File: src/hdl/nibdir_pkg.sv
// Package for the nibble-exchange / direction-load execution block.
// Assumes a 14-bit instruction word and an 8-bit data path.
package nibdir_pkg;

   // Instruction word layout
   localparam int INSTR_W = 14;
   localparam int PREFIX_HI = 13;
   localparam int PREFIX_LO = 12;
   localparam int FIELD_HI = 11;
   localparam int FIELD_LO = 8;
   localparam int DEST_BIT = 7;
   localparam int ADDR_HI = 6;
   localparam int ADDR_LO = 0;
   localparam int DIRSEL_HI = 2;
   localparam int DIRSEL_LO = 0;
   localparam int DIRLOAD_UPPER_LO = 3;

   // Opcode patterns
   localparam logic [1:0] OP_PREFIX_BYTE = 2'h0;
   localparam logic [3:0] OP_FIELD_SWAP = 4'hE;
   localparam logic [10:0] OP_DIRLOAD_UPPER = 11'h00C;
   localparam logic [2:0] DIRSEL_MIN = 3'h5;
   localparam logic [2:0] DIRSEL_MAX = 3'h7;

   // Direction registers sit in the upper bank of the register file
   localparam logic [7:0] DIR_REG_BASE = 8'h80;

   // Reset values
   localparam logic [7:0] DATA_RST = 8'h00;
   localparam logic [7:0] ADDR_RST = 8'h00;
   localparam logic [1:0] SYNC_RST = 2'h0;

   // Four-phase instruction cycle
   typedef enum logic [1:0] {
      PH_Q1 = 2'b00,
      PH_Q2 = 2'b01,
      PH_Q3 = 2'b10,
      PH_Q4 = 2'b11
   } phase_t;

   // Operation in flight
   typedef enum logic [1:0] {
      EX_NONE = 2'b00,
      EX_SWAP = 2'b01,
      EX_DIRLOAD = 2'b10,
      EX_BADSEL = 2'b11
   } exec_t;

endpackage : nibdir_pkg

File: src/hdl/nibble_swap_tristate_load_exec.sv
// Execution slice for the nibble exchange and the direction-register load.
// Sits between the instruction decoder and the register file; the register
// file answers a read combinationally in the phase the read is issued.
`timescale 1ns/10ps
`default_nettype none

module nibble_swap_tristate_load_exec (
   // Clock and reset
   input wire logic SYS_CLK_IN,
   input wire logic RESETN_IN,
   // Instruction from decoder, sampled in Q1
   input wire logic [13:0] INSTR_IN,
   input wire logic INSTR_VALID_IN,
   input wire logic BANK_IN,
   // Accumulator and register file read data
   input wire logic [7:0] ACC_IN,
   input wire logic [7:0] RF_RD_DATA_IN,
   // Register file read port
   output logic RF_RD_EN_OUT,
   output logic [7:0] RF_RD_ADDR_OUT,
   // Register file write port
   output logic RF_WR_EN_OUT,
   output logic [7:0] RF_WR_ADDR_OUT,
   output logic [7:0] RF_WR_DATA_OUT,
   // Accumulator write port
   output logic ACC_WR_EN_OUT,
   output logic [7:0] ACC_WR_DATA_OUT,
   // Status and sequencing
   output logic STATUS_WR_EN_OUT,
   output logic [1:0] PHASE_OUT,
   output logic DONE_OUT,
   output logic BAD_OPERAND_OUT
);

   typedef struct packed {
      nibdir_pkg::phase_t phase;
      nibdir_pkg::exec_t op;
      logic dest;
      logic [7:0] addr;
      logic [7:0] result;
      logic rd_en;
      logic wr_en;
      logic [7:0] wr_addr;
      logic [7:0] wr_data;
      logic acc_en;
      logic [7:0] acc_data;
      logic done;
      logic bad;
      logic flag_wr;
   } state_t;

   // Idle state; strobes low so nothing is written while reset releases
   localparam state_t ST_IDLE = '{
      phase: nibdir_pkg::PH_Q1,
      op: nibdir_pkg::EX_NONE,
      dest: 1'b0,
      addr: nibdir_pkg::ADDR_RST,
      result: nibdir_pkg::DATA_RST,
      rd_en: 1'b0,
      wr_en: 1'b0,
      wr_addr: nibdir_pkg::ADDR_RST,
      wr_data: nibdir_pkg::DATA_RST,
      acc_en: 1'b0,
      acc_data: nibdir_pkg::DATA_RST,
      done: 1'b0,
      bad: 1'b0,
      flag_wr: 1'b0
   };

   state_t st_reg;
   state_t st_next;
   logic [1:0] sync_reg;
   logic rst_n;
   // Read data with its nibbles exchanged
   wire logic [7:0] rd_swapped;

   function automatic logic is_swap(input logic [13:0] w);
      is_swap = (w[nibdir_pkg::PREFIX_HI:nibdir_pkg::PREFIX_LO] == nibdir_pkg::OP_PREFIX_BYTE)
         && (w[nibdir_pkg::FIELD_HI:nibdir_pkg::FIELD_LO] == nibdir_pkg::OP_FIELD_SWAP);
   endfunction : is_swap

   function automatic logic is_dirload(input logic [13:0] w);
      is_dirload = (w[nibdir_pkg::INSTR_W-1:nibdir_pkg::DIRLOAD_UPPER_LO]
         == nibdir_pkg::OP_DIRLOAD_UPPER);
   endfunction : is_dirload

   // Select outside 5..7 names no direction register
   function automatic logic dirsel_valid(input logic [2:0] s);
      dirsel_valid = (s >= nibdir_pkg::DIRSEL_MIN) && (s <= nibdir_pkg::DIRSEL_MAX);
   endfunction : dirsel_valid

   // Direction registers keep their ordinary register-file address
   function automatic logic [7:0] dir_reg_addr(input logic [2:0] s);
      dir_reg_addr = nibdir_pkg::DIR_REG_BASE | {5'h00, s};
   endfunction : dir_reg_addr

   // Each bit moves to the same position in the other nibble
   for (genvar g = 0; g < 4; g++) begin : g_xchg
      assign rd_swapped[g] = RF_RD_DATA_IN[g + 4];
      assign rd_swapped[g + 4] = RF_RD_DATA_IN[g];
   end

   // Reset released through two flops so deassertion is clean
   always_ff @(posedge SYS_CLK_IN or negedge RESETN_IN) begin
      if (!RESETN_IN) begin
         sync_reg <= nibdir_pkg::SYNC_RST;
      end else begin
         sync_reg <= {sync_reg[0], 1'b1};
      end
   end
   assign rst_n = sync_reg[1];

   // One pass per phase; the word is only looked at in Q1
   always_comb begin
      logic [2:0] sel;
      sel = INSTR_IN[nibdir_pkg::DIRSEL_HI:nibdir_pkg::DIRSEL_LO];
      st_next = st_reg;
      // Strobes are single-cycle pulses: the read in Q2, writes, done and bad in Q4
      st_next.rd_en = 1'b0;
      st_next.wr_en = 1'b0;
      st_next.acc_en = 1'b0;
      st_next.done = 1'b0;
      st_next.bad = 1'b0;
      st_next.flag_wr = 1'b0;
      case (st_reg.phase)
         nibdir_pkg::PH_Q1: begin
            st_next.phase = nibdir_pkg::PH_Q2;
            // Idle or foreign words leave no operation, so Q2..Q4 stay quiet
            st_next.op = nibdir_pkg::EX_NONE;
            st_next.dest = INSTR_IN[nibdir_pkg::DEST_BIT];
            if (INSTR_VALID_IN && is_swap(INSTR_IN)) begin
               st_next.op = nibdir_pkg::EX_SWAP;
               st_next.addr = {BANK_IN, INSTR_IN[nibdir_pkg::ADDR_HI:nibdir_pkg::ADDR_LO]};
               st_next.rd_en = 1'b1;
            end else if (INSTR_VALID_IN && is_dirload(INSTR_IN)) begin
               // Selects outside 5..7 are dropped, no register touched
               if (dirsel_valid(sel)) begin
                  st_next.op = nibdir_pkg::EX_DIRLOAD;
               end else begin
                  st_next.op = nibdir_pkg::EX_BADSEL;
               end
               // Target is the register-file copy, so direct access still works
               st_next.addr = dir_reg_addr(sel);
            end
         end
         nibdir_pkg::PH_Q2: begin
            st_next.phase = nibdir_pkg::PH_Q3;
            // Register file answers in this phase, so the data is taken here
            if (st_reg.op == nibdir_pkg::EX_SWAP) begin
               st_next.result = rd_swapped;
            end
         end
         nibdir_pkg::PH_Q3: begin
            st_next.phase = nibdir_pkg::PH_Q4;
            case (st_reg.op)
               nibdir_pkg::EX_SWAP: begin
                  if (st_reg.dest) begin
                     st_next.wr_en = 1'b1;
                     st_next.wr_addr = st_reg.addr;
                     st_next.wr_data = st_reg.result;
                  end else begin
                     st_next.acc_en = 1'b1;
                     st_next.acc_data = st_reg.result;
                  end
                  st_next.done = 1'b1;
               end
               nibdir_pkg::EX_DIRLOAD: begin
                  // Accumulator taken late, so an earlier write to it is seen
                  st_next.wr_en = 1'b1;
                  st_next.wr_addr = st_reg.addr;
                  st_next.wr_data = ACC_IN;
                  st_next.done = 1'b1;
               end
               nibdir_pkg::EX_BADSEL: begin
                  // Reported only, so a stray select cannot hit another register
                  st_next.bad = 1'b1;
                  st_next.done = 1'b1;
               end
               default: begin
                  st_next.done = 1'b0;
               end
            endcase
         end
         nibdir_pkg::PH_Q4: begin
            // Next decode follows at once, so instructions run back to back
            st_next.phase = nibdir_pkg::PH_Q1;
         end
         default: begin
            st_next.phase = nibdir_pkg::PH_Q1;
         end
      endcase
   end

   always_ff @(posedge SYS_CLK_IN or negedge rst_n) begin
      if (!rst_n) begin
         st_reg <= ST_IDLE;
      end else begin
         st_reg <= st_next;
      end
   end

   assign RF_RD_EN_OUT = st_reg.rd_en;
   assign RF_RD_ADDR_OUT = st_reg.addr;
   assign RF_WR_EN_OUT = st_reg.wr_en;
   assign RF_WR_ADDR_OUT = st_reg.wr_addr;
   assign RF_WR_DATA_OUT = st_reg.wr_data;
   assign ACC_WR_EN_OUT = st_reg.acc_en;
   assign ACC_WR_DATA_OUT = st_reg.acc_data;
   // Neither instruction touches the flags
   assign STATUS_WR_EN_OUT = st_reg.flag_wr;
   assign PHASE_OUT = st_reg.phase;
   assign DONE_OUT = st_reg.done;
   assign BAD_OPERAND_OUT = st_reg.bad;

endmodule : nibble_swap_tristate_load_exec

`default_nettype wire

File: config.mk
export PLATFORM = sky130hd
export DESIGN_NAME = nibble_swap_tristate_load_exec
export DESIGN_NICKNAME = d
export VERILOG_FILES = /design/src/hdl/nibdir_pkg.sv /design/src/hdl/nibble_swap_tristate_load_exec.sv
export SDC_FILE = /design/constraint.sdc
export NUM_CORES = 1
export LEC_CHECK = 0
export ABC_AREA = 1
export BUFFER_PORTS_ARGS = -buffer_cell sky130_fd_sc_hd__clkbuf_2
export CAP_MARGIN = 10
export CORE_AREA = 2 2 74 76
export DETAILED_ROUTE_END_ITERATION = 6
export DIE_AREA = 0 0 76 78
export PLACE_DENSITY = 0.79
export SYNTH_ARGS = -nofsm -noshare
export SYNTH_HDL_FRONTEND = slang
export SYNTH_SLANG_ARGS = --single-unit
File: constraint.sdc
create_clock -name SYS_CLK_IN -period 2.2 [get_ports SYS_CLK_IN]
set_input_delay 0.22 -clock SYS_CLK_IN [delete_from_list [all_inputs] [get_ports SYS_CLK_IN]]
set_output_delay 0.22 -clock SYS_CLK_IN [all_outputs]
set_load 0.01 [all_outputs]
==> results by group, run 1 <==
Outcome
  • Status: finished clean

Synthesis
  • Sequential-to-total area share from yosys stat: 0.4971
  • Synth Cell Area: 2618 um^2
  • Post-synthesis async set-or-reset flop share: 1.000
  • Main synth FF type: dfrtp_1
  • Cell taking the most area after synthesis: dfrtp_1
  • Synth Instances: 275
  • Post-synth EDFFs: 0
  • FF+latch count, synth: 52
  • Mapped Nets: 316
  • Mean Syn Cell Area: 9.518 um^2
  • Synth area leaders: dfrtp_1 (50%), buf_4 (10%), nand2_1 (9.2%), nand3_1 (5.2%), mux2_4 (4.0%)
  • Commonest cells post-synth: nand2_1 (64), dfrtp_1 (52), buf_4 (35), nand3_1 (27), nor2_1 (21)
  • Synth warnings: 0
  • Area share of the largest cell type after synthesis: 0.4971
  • Distinct cell type count after synthesis: 25
  • Count leader, synth: nand2_1

Critical path
  • Crit. End Element: flip-flop
  • Crit-path max FO: 11
  • WP data required: 2440 ps
  • Reg-to-reg startpoint: PHASE_OUT[0]$_DFF_PN0_
  • Startpoint class of the critical path: flip-flop
  • Kind of critical path: reg -> reg
  • Worst Setup SP: PHASE_OUT[0]$_DFF_PN0_
  • Crit path arrival time: 1940 ps

Finish
  • Final Non-Filler Cells: 387
  • Layout cells sized above 1: 0.3375
  • Max FFs per register: 11
  • Final #Nets: 357
  • Finished Cell Area: 2860 um^2
  • Area grow syn2layout: 9.273%
  • # diodes: 0

Worst hold path
  • Hold WC Path Type: in -> reg
  • Hold_sp: INSTR_IN[2]

Floorplanning
  • Starting Density: 0.5191
  • Die W: 76 um
  • Io pins: 74
  • Core area: 5042 um^2
  • Die H: 78 um
  • Row cnt: 26
  • Die area: 5928 um^2

Power
  • PwrDens: 601.3 nW/um^2
  • Total power: 1720 uW
  • VDD IR max: 0.4215 mV
  • Leakage: 0.001599 uW

Clock network
  • Clock transition at the registers of the reported paths: 100 ps
  • Clk buf depth: 2
  • Clk sink count: 52
  • Root buf cell: clkbuf_8
  • TritonCTS clock tree: done
  • CTS resizes: 0
  • Setup repair bufs after CTS: 0
  • Num CTS Buffers: 5
  • Clock Latency Late Sink: 320 ps
  • H-tree depth: 2

Placed design
  • Final Wtd Congestion: 0.7756
  • DP Area: 2759 um^2
  • Port buffer count: 72
  • Dpl cells: 378
  • HPWL Detailed: 3.818 mm

Flow run
  • Max-Cap Viols: 0

Drt
  • WL per Instance: 12.83 um
  • Via density: 4.620
  • Routed Antenna Nets: 0
  • Drt pass-1 iters: 5
  • Via count: 1788
  • First DRT Iteration DRCs: 115
  • Drt drc: 0
  • Final wirelength: 4.966 mm

STA
  • Max Transition Viols Final: 0
  • Clk_skew: 17.08 ps
  • Final setup vio count: 0
  • Final hold violations: 0
  • Final period util: 0.7697
  • Tmin final: 1693 ps
  • Setup TNS Final: 0 ps
  • RSZ-0062 raised after global routing: false
  • Maximum operating frequency: 590.5 MHz

Global routing
  • Pin count of the biggest net entering global routing: 30
  • Initial antenna violation count: 0
  • Total gr overflow: 0
  • Global Route Usage Sum: 0.1862
  • Global-route wire length before repair: 8.673 mm
  • Vias in the first global route: 1757
-- report_power, final --
part / switching (uW) / internal, uW
Clock: 331 / 228
Sequential: 29.3 / 990
Combinational: 72.7 / 68.1
Total: 433 / 1290
-- layout make-up --
type | instances | area [um^2]
Fill cell | 474 | 2182
Multi-Input combinational cell | 159 | 893.4
Clock inverter | 3 | 22.52
Timing Repair Buffer | 76 | 392.9
Inverter | 22 | 92.59
Clock buffer | 5 | 68.82
Tap cell | 70 | 87.58
Sequential cell | 52 | 1303
-- per-layer routing --
metal	GRT usage	wire length [um]	vias to the layer above
met5	0	0	-
met3	0.04535	237	4
met4	0.07455	72	0
met2	0.2964	2408	52
li1	-	-	910
met1	0.2466	2248	822
-- stage by stage --
step	setup WS (ps)	util	hold WS, ps
floorplan	645.3	-	-75.59
global placement	626.2	0.5471	5.455
detailed placement	525.1	0.5471	6.477
CTS	485.3	0.5672	118.6
global route	257.0	0.5672	115.0
finish	506.6	0.5672	123.2
-- repair_timing --
action	4_1_cts	5_1_grt
hold buffers	1	0
hold endpoints to repair	2	0
setup endpoints to repair	0	0
-- cells in the final DEF (no fill, tap or decap) --
master	instances
clkbuf_2	72
nand2_1	64
dfrtp_1	51
nand3_1	27
nor2_1	21
inv_1	19
a21oi_1	15
mux2_4	7
ha_1	7
clkbuf_8	5
a21oi_2	4
inv_6	3
nor2_2	3
buf_4	3
nand2_8	2
o21ai_0	2
conb_1	2
nor2_8	1
nand3_4	1
nand2_2	1
inv_2	1
o21a_1	1
o21ai_2	1
clkinv_2	1
clkinv_4	1
dlygate4sd3_1	1
dfrtp_2	1
-- critical path, cell delays in order, from the launching register on --
cell,delay (ps)
dfrtp_1,410
inv_1,90
ha_1,190
inv_1,90
nor2_2,130
inv_1,50
nor2_1,90
nand2_1,220
nand2_1,200
nand2_1,70
nand2_1,60
-- worst paths after layout --
check / end / slack (ps) / cells past startpoint
max: RF_RD_ADDR_OUT[1]$_DFFE_PN0P_ / 510 / 10
min: RF_RD_ADDR_OUT[2]$_DFFE_PN0P_ / 120 / 3
max reg2reg: RF_RD_ADDR_OUT[1]$_DFFE_PN0P_ / 510 / 10
min reg2reg: st_reg[33]$_DFFE_PN0P_ / 240 / 1
max in group asynchronous: RF_WR_ADDR_OUT[0]$_DFFE_PN0P_ / 1640 / 1
min in group asynchronous: sync_reg[1]$_DFF_PN0_ / 200 / 2
-- logic make-up (layout without fill, tap and decap cells) --
family | Yosys count | after routing | share of synthesized area
fa+ha+maj | 7 | 7 | 0.03346
compound gates | 23 | 23 | 0.05210
flops | 52 | 52 | 0.4971
buf+inv | 64 | 106 | 0.1616
mux | 7 | 7 | 0.04015
simple gates | 120 | 120 | 0.2127
other cells | 2 | 2 | 0.002869
No activity file was read; power rests on OpenSTA's default activity.
==> run 2, diff against run 1 <==
==> constraint.sdc (replaced) <==
create_clock -name SYS_CLK_IN -period 1.72 [get_ports SYS_CLK_IN]
set_input_delay 0.172 -clock SYS_CLK_IN [delete_from_list [all_inputs] [get_ports SYS_CLK_IN]]
set_output_delay 0.172 -clock SYS_CLK_IN [all_outputs]
set_load 0.01 [all_outputs]
==> run 2 against run 1 <==
Clock-buffer cell count unchanged. Non-clock buffer count rose by 2. Worst hold slack worse by 47 ps. Global-route usage fell by 1.4 points. Cell count rose by 0.78%. Via count is 3.2% higher. Die area unchanged.
==> results by group, run 2 (synthesis results as in run 1) <==
Flow run
  • Max-Cap Viols: 0 (unchanged)

Critical path
  • Kind of critical path: reg -> reg
  • R2R setup slack: 170 ps (-340 ps)
  • Crit-path max FO: 6 (-5)
  • WP data required: 1960 ps (-480 ps)
  • Reg-to-reg startpoint: PHASE_OUT[0]$_DFF_PN0_
  • Worst r2r path cells: 9 (-1)
  • Most frequent CP cell: inv_1
  • Worst Setup SP: PHASE_OUT[0]$_DFF_PN0_
  • Critical-path top delay cell: dfrtp_1
  • Crit. End Element: flip-flop
  • Startpoint class of the critical path: flip-flop
  • Critical Path Sink: st_reg[47]$_DFFE_PN0P_
  • Crit path arrival time: 1790 ps (-150 ps)
  • CP max stage delay: 410 ps (about the same)
  • Worst flop-to-flop path endpoint: st_reg[47]$_DFFE_PN0P_
  • Critical Path, Cell by Cell: inv_1, ha_2, inv_1, nor2_2, inv_1, nor2_4, nand2_2, buf_4, o21ai_2

Clock network
  • Clk buf depth: 2 (unchanged)
  • Clock transition at the registers of the reported paths: 90 ps (about the same)
  • H-tree depth: 2 (unchanged)
  • Root buf cell: clkbuf_8
  • TritonCTS clock tree: done
  • Clk sink count: 52 (unchanged)
  • Num CTS Buffers: 5 (unchanged)
  • Clock Latency Late Sink: 310 ps (about the same)

Drt
  • Via density: 4.731 (+2.4%)
  • Drt drc: 0 (unchanged)
  • First DRT Iteration DRCs: 98 (-15%)
  • WL per Instance: 12.56 um (-2.1%)
  • Drt pass-1 iters: 4 (-1)
  • Via count: 1845 (+3.2%)
  • Routed Antenna Nets: 0 (unchanged)
  • Final wirelength: 4.900 mm (-1.3%)

Power
  • PwrDens: 753.3 nW/um^2 (+25%)
  • Leakage: 0.001614 uW (+0.92%)
  • VDD IR max: 0.5018 mV (+19%)

Placed design
  • Final Wtd Congestion: 0.7945 (+2.4%)
  • Dpl cells: 379 (+0.26%)
  • DP Area: 2779 um^2 (+0.73%)
  • HPWL Detailed: 3.712 mm (-2.8%)
  • Port buffer count: 72 (unchanged)

Finish
  • Sequential Area: 1303 um^2 (unchanged)
  • Commonest non-fill, non-tap cell in the layout: clkbuf_2
  • Fill count: 447 (-5.7%)
  • Final Non-Filler Cells: 390 (+0.78%)
  • # diodes: 0 (unchanged)
  • Finished Cell Area: 2909 um^2 (+1.7%)
  • Layout cells sized above 1: 0.3563 (+0.01871)
  • Area grow syn2layout: 11.14%
  • Max FFs per register: 11 (unchanged)
  • Final #Nets: 360 (+0.84%)
  • Area of the multi-input gates: 914.6 um^2 (+2.4%)
  • Most frequent cells in the layout: clkbuf_2 (72), nand2_1 (62), dfrtp_1 (51)

STA
  • Hold WS: 75.81 ps (-47.38 ps)
  • Clk_skew: 10.34 ps (-6.734 ps)
  • Final hold violations: 0 (unchanged)
  • Setup TNS Final: 0 ps (unchanged)
  • Final period util: 0.9027 (+0.1330)
  • Maximum operating frequency: 644.0 MHz (+9.1%)
  • Final setup vio count: 0 (unchanged)
  • Max Transition Viols Final: 0 (unchanged)
  • Tmin final: 1553 ps (-140.7 ps)
  • RSZ-0062 raised after global routing: false

Floorplanning
  • Row cnt: 26 (unchanged)
  • Io pins: 74 (unchanged)
  • Die H: 78 um (unchanged)
  • Starting Density: 0.5191 (unchanged)
  • Die area: 5928 um^2 (unchanged)
  • Core area: 5042 um^2 (unchanged)
  • Die W: 76 um (unchanged)

Global routing
  • Global Route Usage Sum: 0.1719 (-0.01432)
  • Vias in the first global route: 1762 (+0.28%)
  • Global-route wire length before repair: 8.107 mm (-6.5%)
  • Total gr overflow: 0 (unchanged)
  • Initial antenna violation count: 0 (unchanged)
  • Pin count of the biggest net entering global routing: 31 (+3.3%)

Worst hold path
  • Hold WC Path Type: in -> reg
  • Hold_sp: INSTR_IN[2]

Outcome
  • Status: finished clean
run 2: changes by cell type in the layout (fill, tap and decap cells not counted), sizes merged:
| cell | previous run | this run |
|---|---|---|
| buf | 3 | 5 |
| nand2 | 67 | 68 |
run 2: worst min path at each step:
stage          slack [ps]  cells after the start                             to
2_1_floorplan        -120                      0          sync_reg[0]$_DFF_PN0_
3_3_place_gp          -40                      1          sync_reg[0]$_DFF_PN0_
3_5_place_dp          -40                      1          sync_reg[0]$_DFF_PN0_
4_1_cts                80                      3  RF_RD_ADDR_OUT[2]$_DFFE_PN0P_
5_1_grt                80                      2         st_reg[36]$_DFFE_PN0P_
6_report               80                      3  RF_RD_ADDR_OUT[2]$_DFFE_PN0P_
run 2: where the power goes:
group          internal [uW]  leakage [uW]  switching [uW]  total, uW
Combinational           90.6      0.000904            89.1        180
Sequential              1270      0.000661            42.4       1310
Clock                    292     0.0000485             411        703
run 2: layout make-up:
cell class	instances	share of cell area
sequential	52	0.4477
multi-input combinational	160	0.3144
timing repair buffer	78	0.1445
inverter	22	0.03183
tap	70	0.03011
clock buffer	5	0.02366
clock inverter	3	0.007742
run 2: metal layers:
layer  global-route usage  vias to the layer above  part of all wire
met5                    0                        -                 0
met4              0.08364                        0             0.026
met3              0.03372                       12             0.048
met2               0.2768                       57              0.48
met1               0.2239                      855              0.44
li1                     -                      921                 -
run 2: stage by stage:
stage	worst slack, ps	utilization	total power, uW
4_1_cts	41.09	0.5712	2214
2_1_floorplan	165.3	-	1451
5_1_grt	12.10	0.5769	2291
6_report	167.3	0.5769	2191
3_5_place_dp	82.32	0.5511	1512
3_3_place_gp	201.9	0.5511	1506
run 2: worst max-delay path: cells and delay by family (launching register included):
family,cells,cell delay (ps)
and+or+nand+nor,3,360
DFF,1,410
AOI/OAI and AO/OA,1,90
buffers and inverters,4,410
adders and majority gates,1,200
run 2: repair_timing:
action / in CTS / in global routing
endpoints found under the hold margin: 2 / 0
setup buffers: 0 / 1
gates resized for setup: 0 / 6
endpoints found under the setup margin: 0 / 10
hold buffers: 1 / 0
==> run 3, diff against run 2 <==
--- a/config.mk
+++ b/config.mk
@@ -8,10 +8,9 @@
 export ABC_AREA = 1
 export BUFFER_PORTS_ARGS = -buffer_cell sky130_fd_sc_hd__clkbuf_2
 export CAP_MARGIN = 10
-export CORE_AREA = 2 2 74 76
+export CORE_AREA = 2 2 84 86
 export DETAILED_ROUTE_END_ITERATION = 6
-export DIE_AREA = 0 0 76 78
-export PLACE_DENSITY = 0.79
+export DIE_AREA = 0 0 86 88
 export SYNTH_ARGS = -nofsm -noshare
 export SYNTH_HDL_FRONTEND = slang
 export SYNTH_SLANG_ARGS = --single-unit
==> run 3 against run 2 <==
Worst hold slack worse by 1.1 ps. Cell count up 3.3%. Clock power increased by 21%. Die area increased by 28%. Global-route usage is 2.2 points lower. Highest routed layer unchanged.
==> results by group, run 3 (synthesis results as in run 1) <==
Outcome
  • Status: finished clean

Drt
  • Routed Antenna Nets: 0 (unchanged)
  • Via count: 1831 (-0.76%)
  • Via density: 4.543 (-4.0%)
  • WL per Instance: 13.49 um (+7.4%)
  • First DRT Iteration DRCs: 88 (-10%)
  • Final wirelength: 5.437 mm (+11%)
  • Drt drc: 0 (unchanged)
  • Drt pass-1 iters: 4 (unchanged)

Global routing
  • Initial antenna violation count: 0 (unchanged)
  • Total gr overflow: 0 (unchanged)
  • Vias in the first global route: 1772 (+0.57%)
  • Pin count of the biggest net entering global routing: 28 (-9.7%)
  • Global Route Usage Sum: 0.1497 (-0.02214)
  • Global-route wire length before repair: 8.790 mm (+8.4%)

STA
  • Max Transition Viols Final: 0 (unchanged)
  • Hold WS: 74.72 ps (-1.089 ps)
  • Setup TNS Final: 0 ps (unchanged)
  • Final hold violations: 0 (unchanged)
  • Tmin final: 1575 ps (+22.07 ps)
  • Final setup vio count: 0 (unchanged)
  • RSZ-0062 raised after global routing: false
  • Clk_skew: 7.286 ps (-3.059 ps)
  • Maximum operating frequency: 635.0 MHz (-1.4%)
  • Final period util: 0.9156 (+0.01283)

Floorplanning
  • Die H: 88 um (+13%)
  • Row cnt: 30 (+15%)
  • Starting Density: 0.3940 (-0.1251)
  • Die W: 86 um (+13%)
  • Io pins: 74 (unchanged)
  • Core area: 6644 um^2 (+32%)
  • Die area: 7568 um^2 (+28%)

Finish
  • # diodes: 0 (unchanged)
  • Max FFs per register: 11 (unchanged)
  • Commonest non-fill, non-tap cell in the layout: clkbuf_2
  • Layout cells sized above 1: 0.3529 (-0.003309)
  • Sequential Area: 1303 um^2 (unchanged)
  • Final core occ: 0.4431 (-0.1338)
  • Fill count: 667 (+49%)
  • Area of the multi-input gates: 907.1 um^2 (-0.82%)
  • Most frequent cells in the layout: clkbuf_2 (72), nand2_1 (64), dfrtp_1 (51)
  • Final #Nets: 363 (+0.83%)
  • Final Non-Filler Cells: 403 (+3.3%)
  • Area grow syn2layout: 12.48%

Power
  • P_sw: 551.1 uW (+1.6%)
  • Internal power: 1787 uW (+8.4%)
  • Clk pwr share: 0.364 (+0.043)
  • Combinational Power Share: 0.080 (-0.002)
  • Switch share: 0.2357 (-0.01182)
  • Sequential power share: 0.556 (-0.041)
  • Leakage: 0.001631 uW (+1.1%)
  • VDD IR max: 0.3266 mV (-35%)
  • Total power: 2339 uW (+6.7%)
  • PwrDens: 794.3 nW/um^2 (+5.4%)

Placed design
  • Port buffer count: 72 (unchanged)
  • Dpl cells: 392 (+3.4%)
  • HPWL Detailed: 4.132 mm (+11%)
  • Final Wtd Congestion: 0.7299 (-8.1%)

Critical path
  • Crit path arrival time: 1810 ps (+20 ps)
  • Worst Setup SP: st_reg[47]$_DFFE_PN0P_
  • CP max stage delay: 410 ps (about the same)
  • WP data required: 1960 ps (about the same)
  • Critical-path top delay cell: dfrtp_1
  • Crit-path max FO: 17 (+11)
  • Critical Path, Cell by Cell: inv_1, ha_1, nand3_4, inv_6, nor2_1, a21oi_1
  • Startpoint class of the critical path: flip-flop
  • Reg-to-reg startpoint: st_reg[47]$_DFFE_PN0P_
  • Crit. End Element: flip-flop
  • Kind of critical path: reg -> reg

Clock network
  • H-tree depth: 2 (unchanged)
  • TritonCTS clock tree: done
  • Clock transition at the registers of the reported paths: 90 ps (about the same)
  • Num CTS Buffers: 5 (unchanged)
  • Root buf cell: clkbuf_8
  • Clk sink count: 52 (unchanged)
  • Clk buf depth: 2 (unchanged)
  • Clock Latency Late Sink: 310 ps (about the same)

Worst hold path
  • Hold_sp: INSTR_IN[0]
  • Hold WC Path Type: in -> reg

Flow run
  • Max-Cap Viols: 0 (unchanged)
## run 3: cell count changes in the layout (fill, tap and decap cells not counted), sizes merged
cell      before  now
inv           23   22
buf            5    8
clkinv         2    1
bufinv         0    1
clkinvlp       0    1
## run 3: per-layer routing
layer,vias up,GRT usage,share of wire
li1,920,-,-
met1,867,0.1952,0.45
met2,37,0.2467,0.49
met3,7,0.03676,0.040
met4,0,0.04762,0.015
met5,-,0,0
## run 3: critical path: cells and delay by family (launching register included)
kind	cells	cell delay, ps
AO/OA/AOI/OAI	1	110
adder cells (fa/ha/maj)	1	350
buffers and inverters	2	320
flip-flops	1	410
AND/OR/NAND/NOR	2	300
## run 3: cell type report
type | count | share of cell area
clock inverter | 3 | 0.01445
tap | 80 | 0.03400
timing repair buffer | 81 | 0.1462
multi-input combinational | 160 | 0.3081
clock buffer | 5 | 0.02337
sequential | 52 | 0.4424
inverter | 22 | 0.03145
## run 3: worst paths after layout
kind                            cells past startpoint                            end  slack [ps]
max in group asynchronous                           1  RF_WR_ADDR_OUT[5]$_DFFE_PN0P_        1180
worst min register to register                      1         st_reg[30]$_DFFE_PN0P_         260
min in group asynchronous                           2          sync_reg[1]$_DFF_PN0_         170
worst max-delay path                                6  RF_WR_DATA_OUT[0]$_DFFE_PN0P_         150
worst max register to register                      6  RF_WR_DATA_OUT[0]$_DFFE_PN0P_         150
worst min-delay path                                3  RF_RD_ADDR_OUT[0]$_DFFE_PN0P_          70
## run 3: timing repair
| item | CTS | global route |
|---|---|---|
| setup endpoints to repair | 0 | 10 |
| gates resized for setup | 0 | 3 |
| buffers inserted | 0 | 1 |
| hold endpoints to repair | 2 | 0 |
| hold buffers | 1 | 0 |
## run 3: power by group through the flow
stage | clock (uW) | combinational, uW | sequential [uW]
floorplan | 0 | 122 | 1330
global placement | 0 | 185 | 1320
detailed placement | 0 | 188 | 1330
CTS | 869 | 190 | 1300
global route | 921 | 212 | 1310
finish | 850 | 188 | 1300
## run 3: metrics by stage
stage | setup WS, ps | instance area (um^2)
after floorplan | 165.3 | 2618
after global placement | 175.5 | 2801
after detailed placement | 72.20 | 2801
after CTS | 45.14 | 2923
after global routing | 3.639 | 2944
final | 145.2 | 2944
